===== config.mk =====
export PLATFORM = sky130hd
export DESIGN_NAME = spi_uart
export DESIGN_NICKNAME = d
export VERILOG_FILES = /design/src/include/uart_pkg.sv /design/src/rtl/spi_uart.sv /design/src/rtl/pin_sync3.sv
export SDC_FILE = /design/constraint.sdc
export NUM_CORES = 1
export LEC_CHECK = 0
export ABC_AREA = 1
export BUFFER_PORTS_ARGS = -buffer_cell sky130_fd_sc_hd__buf_2
export CELL_PAD_IN_SITES_DETAIL_PLACEMENT = 1
export CELL_PAD_IN_SITES_GLOBAL_PLACEMENT = 1
export CORE_UTILIZATION = 45
export CTS_BUF_LIST = sky130_fd_sc_hd__clkbuf_2
export DETAILED_ROUTE_END_ITERATION = 6
export PLACE_DENSITY_LB_ADDON = 0.1
export SLEW_MARGIN = 15
export SYNTH_ARGS = -nofsm -noshare
export SYNTH_HDL_FRONTEND = slang
export SYNTH_HIERARCHICAL = 1
export SYNTH_SLANG_ARGS = --single-unit

===== constraint.sdc =====
create_clock -name core_clk -period 5.5 [get_ports core_clk]
set_clock_uncertainty 0.05 [all_clocks]
set_input_delay 0.275 -clock core_clk [delete_from_list [all_inputs] [get_ports core_clk]]
set_output_delay 0.275 -clock core_clk [all_outputs]
set_load 0.01 [all_outputs]

===== src/include/uart_pkg.sv =====
// Constants, types and helpers shared by the SPI-attached serial transceiver.
// Assumes a single 10 MHz core clock and a host acting as SPI master.
//
// Overview of operation
// - Transmitter and receiver run at the same time, independently of each other.
// - Characters are 8 or 9 data bits, chosen by configuration.
// - Even, odd or no parity; generated on transmit, checked on receive.
// - One or two stop bits are appended to each transmitted character.
// - Bit timing comes from an 8-bit programmable prescaler on the module clock.
// - Receiver flags parity, framing, noise and overrun errors.
// - Address mode interrupts only on characters whose last data bit is 1.
// - Transmitter and receiver each have their own enable.
// - Received characters wait in a four-entry first-in first-out buffer.
// - Interrupt sources: transmitter empty, idle, receiver full, overrun, address.
// - Transmit pin driven only with module and transmit enables set.
// - Receive pin used only with module and receive enables set.
// - A newly raised enabled interrupt condition gives a low pulse on the event output.
// - Host is SPI master; the module is SPI slave answering on data out.
// - Select idles high (pulled up), so the slave stays deselected when undriven.
// - Host supplies the module clock, assumed to be 10 MHz (CLK_MHZ).
`default_nettype none
package uart_pkg;

  // ==========================================================================
  // Timing
  localparam int CLK_MHZ          = 10;
  localparam int INT_PULSE_NS     = 1000;
  localparam int INT_PULSE_CYC    = (INT_PULSE_NS * CLK_MHZ + 999) / 1000;
  localparam logic [3:0] OS_LAST  = 4'hF;
  localparam logic [3:0] OS_MID0  = 4'h7;
  localparam logic [3:0] OS_MID2  = 4'h9;

  // ==========================================================================
  // SPI register map (4-bit address, bit 7 of command = write)
  localparam int CMD_WR_BIT       = 7;
  localparam logic [3:0] A_CTRL   = 4'h0;
  localparam logic [3:0] A_TXBIT8 = 4'h1;
  localparam logic [3:0] A_BAUD   = 4'h2;
  localparam logic [3:0] A_STAT   = 4'h3;
  localparam logic [3:0] A_MASK   = 4'h4;
  localparam logic [3:0] A_TXDATA = 4'h5;
  localparam logic [3:0] A_RXDATA = 4'h6;
  localparam logic [3:0] A_RXBIT8 = 4'h7;

  localparam logic [7:0] CTRL_RST = 8'h00;
  localparam logic [7:0] BAUD_RST = 8'h00;
  localparam logic [4:0] MASK_RST = 5'h00;

  // Status bit positions; bits 4:0 are sticky and clear on writing 1
  localparam int ST_PERR  = 0;
  localparam int ST_FERR  = 1;
  localparam int ST_NOISE = 2;
  localparam int ST_OVR   = 3;
  localparam int ST_ADDR  = 4;
  localparam int ST_TXE   = 5;
  localparam int ST_TXI   = 6;
  localparam int ST_RXA   = 7;

  // Interrupt source / mask positions
  localparam int IS_TXE  = 0;
  localparam int IS_TXI  = 1;
  localparam int IS_RXF  = 2;
  localparam int IS_OVR  = 3;
  localparam int IS_ADDR = 4;

  localparam int FIFO_DEPTH = 4;

  // ==========================================================================
  // Types
  typedef struct packed {
    logic addr_mode;
    logic two_stop;
    logic par_odd;
    logic par_en;
    logic nine_bit;
    logic rx_en;
    logic tx_en;
    logic mod_en;
  } cfg_t;

  typedef enum logic [2:0] {S_IDLE, S_START, S_DATA, S_PAR, S_STOP} ser_state_t;

  // Parity over the active data bits
  function automatic logic parity_of(input logic [8:0] d, input cfg_t c);
    parity_of = (^d[7:0]) ^ (c.nine_bit & d[8]) ^ c.par_odd;
  endfunction

endpackage
`default_nettype wire


===== src/rtl/spi_uart.sv =====
// SPI-attached asynchronous serial transceiver: SPI slave register port,
// transmitter, receiver with four-entry buffer, and pulsed event output.
// Assumes SPI mode 0 with SCK at most core_clk/16, select driven or pulled high.
`timescale 1ns/10ps
`default_nettype none
module spi_uart
  import uart_pkg::*;
(
  // Clock and reset, clock supplied by the host
  input  wire logic core_clk,
  input  wire logic rst,
  // Host SPI link
  input  wire logic host_sck,
  input  wire logic host_select_n,
  input  wire logic host_sdi,
  output var  logic host_sdo_r,
  output var  logic host_sdo_oe_n_r,
  // Event to host
  output var  logic host_event_n_r,
  // Serial line
  input  wire logic rx_pin,
  output var  logic tx_pin_r,
  output var  logic tx_oe_n_r
);

  // ==========================================================================
  // Pin synchronisers
  logic sck_q;
  logic sel_n_q;
  logic sdi_q;
  logic rx_q;

  pin_sync3 #(.RST_VAL(1'b0)) u_sck (
    .core_clk (core_clk),
    .rst      (rst),
    .pin_in   (host_sck),
    .level_r  (sck_q)
  );
  // Resets deselected, matching the pulled-up select line
  pin_sync3 #(.RST_VAL(1'b1)) u_sel (
    .core_clk (core_clk),
    .rst      (rst),
    .pin_in   (host_select_n),
    .level_r  (sel_n_q)
  );
  pin_sync3 #(.RST_VAL(1'b0)) u_sdi (
    .core_clk (core_clk),
    .rst      (rst),
    .pin_in   (host_sdi),
    .level_r  (sdi_q)
  );
  pin_sync3 #(.RST_VAL(1'b1)) u_rx (
    .core_clk (core_clk),
    .rst      (rst),
    .pin_in   (rx_pin),
    .level_r  (rx_q)
  );

  // ==========================================================================
  // Registers and shared signals
  cfg_t       cfg_r;
  logic [7:0] baud_r;
  logic [4:0] mask_r;
  logic       tx_bit8_r;
  logic [4:0] sticky_r;
  logic       wr_en_r;
  logic [3:0] wr_addr_r;
  logic [7:0] wr_data_r;
  logic       pop_r;
  logic       tx_on;
  logic       rx_on;
  logic       baud_tick;

  assign tx_on = cfg_r.mod_en & cfg_r.tx_en;
  assign rx_on = cfg_r.mod_en & cfg_r.rx_en;

  always_ff @(posedge core_clk) begin
    if (rst) begin
      cfg_r     <= cfg_t'(CTRL_RST);
      baud_r    <= BAUD_RST;
      mask_r    <= MASK_RST;
      tx_bit8_r <= 1'b0;
    end else if (wr_en_r) begin
      unique case (wr_addr_r)
        A_CTRL:   cfg_r     <= cfg_t'(wr_data_r);
        A_BAUD:   baud_r    <= wr_data_r;
        A_MASK:   mask_r    <= wr_data_r[4:0];
        A_TXBIT8: tx_bit8_r <= wr_data_r[0];
        default:  ;
      endcase
    end
  end

  // ==========================================================================
  // Baud generator: tick every baud_r+1 clocks, 16 ticks per bit
  logic [7:0] presc_r;

  always_ff @(posedge core_clk) begin
    if (rst || !cfg_r.mod_en) begin
      presc_r <= 8'h00;
    end else if (presc_r == baud_r) begin
      presc_r <= 8'h00;
    end else begin
      presc_r <= presc_r + 8'h01;
    end
  end
  assign baud_tick = cfg_r.mod_en && (presc_r == baud_r);

  // ==========================================================================
  // Transmitter with one-character holding buffer, apart from the receiver
  ser_state_t tx_st_r;
  logic [3:0] tx_os_r;
  logic [3:0] tx_bit_r;
  logic [8:0] tx_sh_r;
  logic [8:0] tx_buf_r;
  logic       tx_buf_full_r;
  logic       tx_par_r;
  logic       tx_stop2_r;
  logic       tx_end;
  logic       tx_wr;

  assign tx_end = baud_tick && (tx_os_r == OS_LAST) && (tx_st_r != S_IDLE);
  assign tx_wr  = wr_en_r && (wr_addr_r == A_TXDATA);

  always_ff @(posedge core_clk) begin
    if (rst || !tx_on) begin
      tx_st_r       <= S_IDLE;
      tx_os_r       <= 4'h0;
      tx_bit_r      <= 4'h0;
      tx_sh_r       <= 9'h000;
      tx_buf_r      <= 9'h000;
      tx_buf_full_r <= 1'b0;
      tx_par_r      <= 1'b0;
      tx_stop2_r    <= 1'b0;
      tx_pin_r      <= 1'b1;
    end else begin
      if (tx_st_r != S_IDLE && baud_tick) begin
        tx_os_r <= tx_os_r + 4'h1;
      end
      // A write to a full buffer is dropped
      if (tx_wr && !tx_buf_full_r) begin
        tx_buf_r      <= {tx_bit8_r, wr_data_r};
        tx_buf_full_r <= 1'b1;
      end
      unique case (tx_st_r)
        S_IDLE: begin
          tx_pin_r <= 1'b1;
          // Start only on a tick, else the start bit is cut short by the prescaler phase
          if (tx_buf_full_r && baud_tick) begin
            tx_sh_r       <= tx_buf_r;
            tx_par_r      <= parity_of(tx_buf_r, cfg_r);
            tx_buf_full_r <= 1'b0;
            tx_os_r       <= 4'h0;
            tx_st_r       <= S_START;
            tx_pin_r      <= 1'b0;
          end
        end
        S_START: if (tx_end) begin
          tx_bit_r <= 4'h0;
          tx_pin_r <= tx_sh_r[0];
          tx_st_r  <= S_DATA;
        end
        S_DATA: if (tx_end) begin
          if (tx_bit_r == (cfg_r.nine_bit ? 4'h8 : 4'h7)) begin
            tx_stop2_r <= 1'b0;
            if (cfg_r.par_en) begin
              tx_pin_r <= tx_par_r;
              tx_st_r  <= S_PAR;
            end else begin
              tx_pin_r <= 1'b1;
              tx_st_r  <= S_STOP;
            end
          end else begin
            tx_bit_r <= tx_bit_r + 4'h1;
            tx_sh_r  <= {1'b0, tx_sh_r[8:1]};
            tx_pin_r <= tx_sh_r[1];
          end
        end
        S_PAR: if (tx_end) begin
          tx_pin_r <= 1'b1;
          tx_st_r  <= S_STOP;
        end
        S_STOP: if (tx_end) begin
          if (cfg_r.two_stop && !tx_stop2_r) begin
            tx_stop2_r <= 1'b1;
          end else begin
            tx_st_r <= S_IDLE;
          end
        end
        default: tx_st_r <= S_IDLE;
      endcase
    end
  end

  always_ff @(posedge core_clk) begin
    if (rst) begin
      tx_oe_n_r <= 1'b1;
    end else begin
      tx_oe_n_r <= !tx_on;
    end
  end

  // ==========================================================================
  // Receiver: three samples mid-bit, majority vote, disagreement is noise
  ser_state_t rx_st_r;
  logic [3:0] rx_os_r;
  logic [3:0] rx_bit_r;
  logic [8:0] rx_sh_r;
  logic [2:0] rx_smp_r;
  logic       rx_perr_r;
  logic       rx_noise_r;
  logic       rx_push_r;
  logic [8:0] rx_word_r;
  logic [4:0] rx_ev_r;
  logic       rx_end;
  logic       maj;
  logic       noisy;
  logic       last_bit;
  logic       fifo_full;

  assign rx_end   = baud_tick && (rx_os_r == OS_LAST) && (rx_st_r != S_IDLE);
  assign maj      = (rx_smp_r[0] & rx_smp_r[1]) | (rx_smp_r[1] & rx_smp_r[2])
                  | (rx_smp_r[0] & rx_smp_r[2]);
  assign noisy    = !(&rx_smp_r) && (|rx_smp_r);
  assign last_bit = cfg_r.nine_bit ? rx_sh_r[8] : rx_sh_r[7];

  always_ff @(posedge core_clk) begin
    if (rst || !rx_on) begin
      rx_st_r    <= S_IDLE;
      rx_os_r    <= 4'h0;
      rx_bit_r   <= 4'h0;
      rx_sh_r    <= 9'h000;
      rx_smp_r   <= 3'h0;
      rx_perr_r  <= 1'b0;
      rx_noise_r <= 1'b0;
      rx_push_r  <= 1'b0;
      rx_word_r  <= 9'h000;
      rx_ev_r    <= 5'h00;
    end else begin
      rx_push_r <= 1'b0;
      rx_ev_r   <= 5'h00;
      if (rx_st_r != S_IDLE && baud_tick) begin
        rx_os_r <= rx_os_r + 4'h1;
        if (rx_os_r >= OS_MID0 && rx_os_r <= OS_MID2) begin
          rx_smp_r <= {rx_smp_r[1:0], rx_q};
        end
      end
      unique case (rx_st_r)
        S_IDLE: if (baud_tick && !rx_q) begin
          rx_os_r    <= 4'h1;
          rx_sh_r    <= 9'h000;
          rx_noise_r <= 1'b0;
          rx_perr_r  <= 1'b0;
          rx_st_r    <= S_START;
        end
        S_START: if (rx_end) begin
          rx_bit_r   <= 4'h0;
          rx_noise_r <= noisy;
          rx_st_r    <= maj ? S_IDLE : S_DATA;  // High start is a glitch
        end
        S_DATA: if (rx_end) begin
          rx_sh_r[rx_bit_r] <= maj;
          rx_noise_r        <= rx_noise_r | noisy;
          rx_bit_r          <= rx_bit_r + 4'h1;
          if (rx_bit_r == (cfg_r.nine_bit ? 4'h8 : 4'h7)) begin
            rx_st_r <= cfg_r.par_en ? S_PAR : S_STOP;
          end
        end
        S_PAR: if (rx_end) begin
          rx_perr_r  <= maj != parity_of(rx_sh_r, cfg_r);
          rx_noise_r <= rx_noise_r | noisy;
          rx_st_r    <= S_STOP;
        end
        S_STOP: if (rx_end) begin
          rx_st_r             <= S_IDLE;
          rx_word_r           <= rx_sh_r;
          rx_push_r           <= !fifo_full;
          rx_ev_r[ST_PERR]    <= rx_perr_r;
          rx_ev_r[ST_FERR]    <= !maj;
          rx_ev_r[ST_NOISE]   <= rx_noise_r | noisy;
          rx_ev_r[ST_OVR]     <= fifo_full;
          rx_ev_r[ST_ADDR]    <= cfg_r.addr_mode && last_bit;
        end
        default: rx_st_r <= S_IDLE;
      endcase
    end
  end

  // ==========================================================================
  // Receive buffer, four entries
  logic [8:0] fifo_mem [FIFO_DEPTH];
  logic [1:0] wr_ptr_r;
  logic [1:0] rd_ptr_r;
  logic [2:0] count_r;
  logic       fifo_pop;

  assign fifo_full = (count_r == 3'(FIFO_DEPTH));
  assign fifo_pop  = pop_r && (count_r != 3'h0);

  always_ff @(posedge core_clk) begin
    if (rst) begin
      wr_ptr_r <= 2'h0;
      rd_ptr_r <= 2'h0;
      count_r  <= 3'h0;
    end else begin
      if (rx_push_r) begin
        fifo_mem[wr_ptr_r] <= rx_word_r;
        wr_ptr_r           <= wr_ptr_r + 2'h1;
      end
      if (fifo_pop) begin
        rd_ptr_r <= rd_ptr_r + 2'h1;
      end
      count_r <= count_r + 3'(rx_push_r) - 3'(fifo_pop);
    end
  end

  // ==========================================================================
  // Sticky status: a new event wins over a clear in the same cycle
  logic [4:0] st_clr;

  assign st_clr = (wr_en_r && wr_addr_r == A_STAT) ? wr_data_r[4:0] : 5'h00;

  always_ff @(posedge core_clk) begin
    if (rst) begin
      sticky_r <= 5'h00;
    end else begin
      sticky_r <= (sticky_r & ~st_clr) | rx_ev_r;
    end
  end

  // ==========================================================================
  // Event output: low pulse on a new enabled condition
  logic [4:0] src;
  logic [4:0] src_prev_r;
  logic [3:0] int_cnt_r;
  logic       tx_empty;
  logic       tx_idle;

  assign tx_empty          = tx_on && !tx_buf_full_r;
  assign tx_idle           = tx_empty && (tx_st_r == S_IDLE);
  assign src[IS_TXE]       = tx_empty;
  assign src[IS_TXI]       = tx_idle;
  assign src[IS_RXF]       = (count_r != 3'h0) && !cfg_r.addr_mode;
  assign src[IS_OVR]       = sticky_r[ST_OVR];
  assign src[IS_ADDR]      = sticky_r[ST_ADDR];

  always_ff @(posedge core_clk) begin
    if (rst) begin
      src_prev_r     <= 5'h00;
      int_cnt_r      <= 4'h0;
      host_event_n_r <= 1'b1;
    end else begin
      src_prev_r <= src;
      if (|(src & ~src_prev_r & mask_r)) begin
        int_cnt_r <= 4'(INT_PULSE_CYC);
      end else if (int_cnt_r != 4'h0) begin
        int_cnt_r <= int_cnt_r - 4'h1;
      end
      host_event_n_r <= (int_cnt_r == 4'h0);
    end
  end

  // ==========================================================================
  // SPI slave, mode 0, MSB first: command byte then data byte
  logic       sck_d_r;
  logic [3:0] sbit_r;
  logic [6:0] sin_r;
  logic [7:0] cmd_r;
  logic [7:0] sout_r;
  logic [7:0] rd_val;
  logic [7:0] status;
  logic       sck_rise;
  logic       sck_fall;
  logic [7:0] sbyte;

  assign sck_rise = sck_q && !sck_d_r;
  assign sck_fall = !sck_q && sck_d_r;
  assign sbyte    = {sin_r, sdi_q};
  assign status   = {count_r != 3'h0, tx_idle, tx_empty, sticky_r};

  always_comb begin
    unique case (sbyte[3:0])
      A_CTRL:   rd_val = cfg_r;
      A_TXBIT8: rd_val = {7'h00, tx_bit8_r};
      A_BAUD:   rd_val = baud_r;
      A_STAT:   rd_val = status;
      A_MASK:   rd_val = {3'h0, mask_r};
      A_RXDATA: rd_val = fifo_mem[rd_ptr_r][7:0];
      A_RXBIT8: rd_val = {7'h00, fifo_mem[rd_ptr_r][8]};
      default:  rd_val = 8'h00;
    endcase
  end

  always_ff @(posedge core_clk) begin
    if (rst) begin
      sck_d_r         <= 1'b0;
      sbit_r          <= 4'h0;
      sin_r           <= 7'h00;
      cmd_r           <= 8'h00;
      sout_r          <= 8'h00;
      wr_en_r         <= 1'b0;
      wr_addr_r       <= 4'h0;
      wr_data_r       <= 8'h00;
      pop_r           <= 1'b0;
      host_sdo_r      <= 1'b0;
      host_sdo_oe_n_r <= 1'b1;
    end else begin
      sck_d_r         <= sck_q;
      wr_en_r         <= 1'b0;
      pop_r           <= 1'b0;
      host_sdo_oe_n_r <= sel_n_q;
      if (sel_n_q) begin
        sbit_r     <= 4'h0;
        host_sdo_r <= 1'b0;
      end else begin
        if (sck_rise) begin
          sin_r  <= sbyte[6:0];
          sbit_r <= sbit_r + 4'h1;
          if (sbit_r == 4'h7) begin
            cmd_r <= sbyte;
            if (!sbyte[CMD_WR_BIT]) begin
              sout_r <= rd_val;
              pop_r  <= (sbyte[3:0] == A_RXDATA);  // Read takes the entry
            end else begin
              sout_r <= 8'h00;
            end
          end
          if (sbit_r == 4'hF) begin
            wr_en_r   <= cmd_r[CMD_WR_BIT];
            wr_addr_r <= cmd_r[3:0];
            wr_data_r <= sbyte;
          end
        end
        if (sck_fall && sbit_r[3]) begin
          host_sdo_r <= sout_r[7];
          sout_r     <= {sout_r[6:0], 1'b0};
        end else if (sck_fall) begin
          host_sdo_r <= 1'b0;
        end
      end
    end
  end

endmodule
`default_nettype wire


===== src/rtl/pin_sync3.sv =====
// Three-stage synchroniser for one pin input.
// Assumes the pin is asynchronous to core_clk; output moves only when stages 2 and 3 agree.
`timescale 1ns/10ps
`default_nettype none
module pin_sync3 #(
  parameter logic RST_VAL = 1'b0
) (
  // Clock and reset
  input  wire logic core_clk,
  input  wire logic rst,
  // Pin and result
  input  wire logic pin_in,
  output var  logic level_r
);

  logic s1_r;
  logic s2_r;
  logic s3_r;

  always_ff @(posedge core_clk) begin
    if (rst) begin
      s1_r    <= RST_VAL;
      s2_r    <= RST_VAL;
      s3_r    <= RST_VAL;
      level_r <= RST_VAL;
    end else begin
      s1_r <= pin_in;
      s2_r <= s1_r;
      s3_r <= s2_r;
      if (s2_r == s3_r) begin
        level_r <= s3_r;
      end
    end
  end

endmodule
`default_nettype wire


==> qor.csv <==
metric,value,unit
cp.required,6.20,ns
drive_gt1_share,12.5,%
io_pins,11,
yosysTopAreaCellShare,38.3,%
critical-path-max-stage-delay,0.67,ns
avgSynthCellArea,8.03,um^2
ys_seq_area_share,49.5,%
endpoint_kind,flop,
synthCells,1203,
ys_ff_latch,221,
total_leakage_power,0.00399,uW
grt_max_degree,49,
final_cell_mix,"185 x dfxtp_1, 169 x nor2_1, 163 x nand2_1",
finalCriticalPeriod,2.47,ns
clkTransAtPathRegs,0.10,ns
reg2reg_to,rx_word_r[1]$_SDFFE_PP0P_,
synth_area_leaders,"dfxtp_1 38%, edfxtp_1 11%, nor2_1 6.6%",
antenna_found_initial,1,
total_power,2820,uW
dominantRegCellSynth,dfxtp_1,
cp-start-kind,flop,
drtAntennaViolNets,0,
slew_headroom,37.9,%
crit_buf_inv,1,
hold_end,u_rx/s3_r$_SDFF_PP1_,
routed_wl,25.6,mm
rsz0062_at_grt,false,
synth-compound-area-share,16.7,%
cts_buffers,59,
tightestPinTransition,0.927,ns
reg2reg_depth,10,
synth_area_leader_cell,dfxtp_1,
drt-pass1-iter-count,5,
worstPathCellList,inv_1 > nand2_1 > nand2_1 > nor2_1 > nand2_2 > nor2_8 > nand4_4 > nor2_1 > nand2_1 > a21oi_1,
slew_viol_final,0,
hp-start,rst,
fin_crit_sh,44.9,%
finalSetupViolCount,0,
syn_nets,1227,
maxCapViolCount,0,
num_vias,8239,
finalSetupTns,0,ns
die_area,22100,um^2
synth_top_family_by_area,simple AND/OR/NAND/NOR gates,
ys.warnings.count,6,
cts_max_path_buffers,3,
slowest_stage,nor2_1,
path_delay_family,simple AND/OR/NAND/NOR gates,
crit_type,reg2reg,
r2r_start,baud_r[3]$_SDFFE_PP0P_,
hold_violations,0,
grt_pass1_wl,42.2,mm
fmax,405,MHz
power_density,267,nW/um^2
synthSimpleGateAreaFrac,21.1,%
start_util,46.0,%
synth_cell_types,51,
wire_per_inst,16.3,um
crit_top_cell,nand2_1,
core,21000,um^2
cts_tree,yes,
worstPathArrival,3.17,ns
track_usage,24.1,%
avgViaCountPerCell,5.23,
clock_sinks,221,
hold_path.class,in2reg,
die_h,149,um
hold_depth,4,
crit_path_max_fanout,21,
synthXorXnorAreaFrac,2.45,%
outcome,finished clean,
mostFrequentLayoutCell,dfxtp_1,
drtIter0Drc,339,
synth-edff-count,36,
clkLatencyLatePin,0.83,ns
rows,53,
die_w,149,um
routabilityCongestion,0.806,
htree_levels,2,
gr-total-overflow,0,
place.port_buffers,10,
grt_pass1_vias,8289,
regToRegSetupSlack,3.03,ns
ir_drop,121,uV
synth_area,9660,um^2
synth_fa_ha_area_share,2.41,%
area_growth,9.14,%
dp_hpwl,18.1,mm
cts-root-buf,clkbuf_2,
synth-async-reset-ratio,0,%
yosys-mux-area-fraction,0,%
layout.nets,1277,
drt_drc_violations_left,0,
registers in the layout, indices dropped and copies added, names as in the netlist, 4 cells and up, named ones only:
signal,count
src_prev_r,5
sin_r,7
sout_r,8
rx_bit_r,4
sticky_r,5
rx_os_r,4
baud_r,8
rx_sh_r,9
tx_os_r,4
sbit_r,4
tx_bit_r,4
rx_word_r,9
wr_data_r,8
cmd_r,5
wr_addr_r,4
presc_r,8
tx_buf_r,9
fifo_mem,36
tx_sh_r,9
int_cnt_r,4
cfg_r,8
rx_ev_r,5
mask_r,5
worst reg2reg max path: cells and delay by family, from the launching register on:
| kind | cells | cell delay (ns) |
|---|---|---|
| buffers and inverters | 1 | 0.11 |
| AOI/OAI and AO/OA | 1 | 0.20 |
| DFF | 1 | 0.34 |
| and+or+nand+nor | 8 | 1.71 |
area by class of cell:
cell class	instances	area, um^2
diodes	1	2.50
clock buffers	100	500
clock inverters	7	27.5
fillers	2625	10500
inverters	158	593
multi-input cells	790	4120
flip-flops and latches	221	4780
well taps	275	344
repair buffers	23	170
stage by stage:
step / worst slack (ns) / instances / utilization, % / hold slack, ns / cell area [um^2]
2_1_floorplan: 3.55 / 1203 / - / 0.296 / 9660
3_3_place_gp: 3.15 / 1458 / 47.2 / 0.356 / 9920
3_5_place_dp: 3.06 / 1458 / 47.2 / 0.365 / 9920
4_1_cts: 3.03 / 1574 / 50.2 / 0.167 / 10500
5_1_grt: 2.76 / 1575 / 50.2 / 0.228 / 10500
6_report: 3.03 / 1575 / 50.2 / 0.267 / 10500
cells in the mapped netlist (3+ instances only):
master	instances
nor2_4	6
edfxtp_1	36
nor3_2	4
nor3_1	24
clkbuf_1	22
xor2_1	9
a21oi_1	113
o21ai_2	7
a31oi_1	9
o21ai_1	10
nor2_1	169
buf_2	6
nor4_1	5
o211ai_1	5
dfxtp_1	185
nand3_1	38
o21bai_1	4
nor2_2	8
a221oi_1	3
nand4_1	16
o21ai_0	112
inv_1	145
nor3b_1	3
o32ai_1	9
o22ai_1	5
clkinv_1	4
ha_1	17
inv_2	9
nand2_2	5
a211oi_1	6
nand2_1	163
buf_6	3
or2_1	4
xnor2_1	18
power by group:
group / switching (uW) / internal, uW / total (uW)
clock network: 678 / 467 / 1150
logic: 20.0 / 11.3 / 31.3
registers: 2.18 / 1640 / 1640
total: 700 / 2120 / 2820
cells by family after synthesis:
group	after synthesis
and+or+nand+nor	454
buffers and inverters	192
xor gates and xnor gates	27
adders and majority gates	18
DFF	221
AOI/OAI and AO/OA	291
layer usage:
layer	track usage (%)	vias up	part of all wire, %
met2	38.9	127	46
met1	32.6	3960	49
met5	0	-	0
met3	4.60	40	3.6
met4	7.42	0	1.8
li1	-	4112	-
worst max-delay path by stage:
stage,from,endpoint,slack [ns],depth (start not counted)
floorplan,count_r[1]$_SDFF_PP0_,count_r[2]$_SDFF_PP0_,3.55,10
global placement,baud_r[3]$_SDFFE_PP0P_,rx_word_r[6]$_SDFFE_PP0P_,3.15,10
detailed placement,baud_r[3]$_SDFFE_PP0P_,rx_word_r[1]$_SDFFE_PP0P_,3.06,10
CTS,baud_r[4]$_SDFFE_PP0P_,rx_word_r[1]$_SDFFE_PP0P_,3.03,10
global route,baud_r[2]$_SDFFE_PP0P_,rx_word_r[6]$_SDFFE_PP0P_,2.76,10
finish,baud_r[3]$_SDFFE_PP0P_,rx_word_r[1]$_SDFFE_PP0P_,3.03,10
what timing repair did:
action	in CTS	in global routing
hold endpoints to repair	15	0
setup buffers	0	0
endpoints found under the setup margin	0	0
hold buffers	9	0
resized for setup	0	0
(Power assumes the default switching activity.)
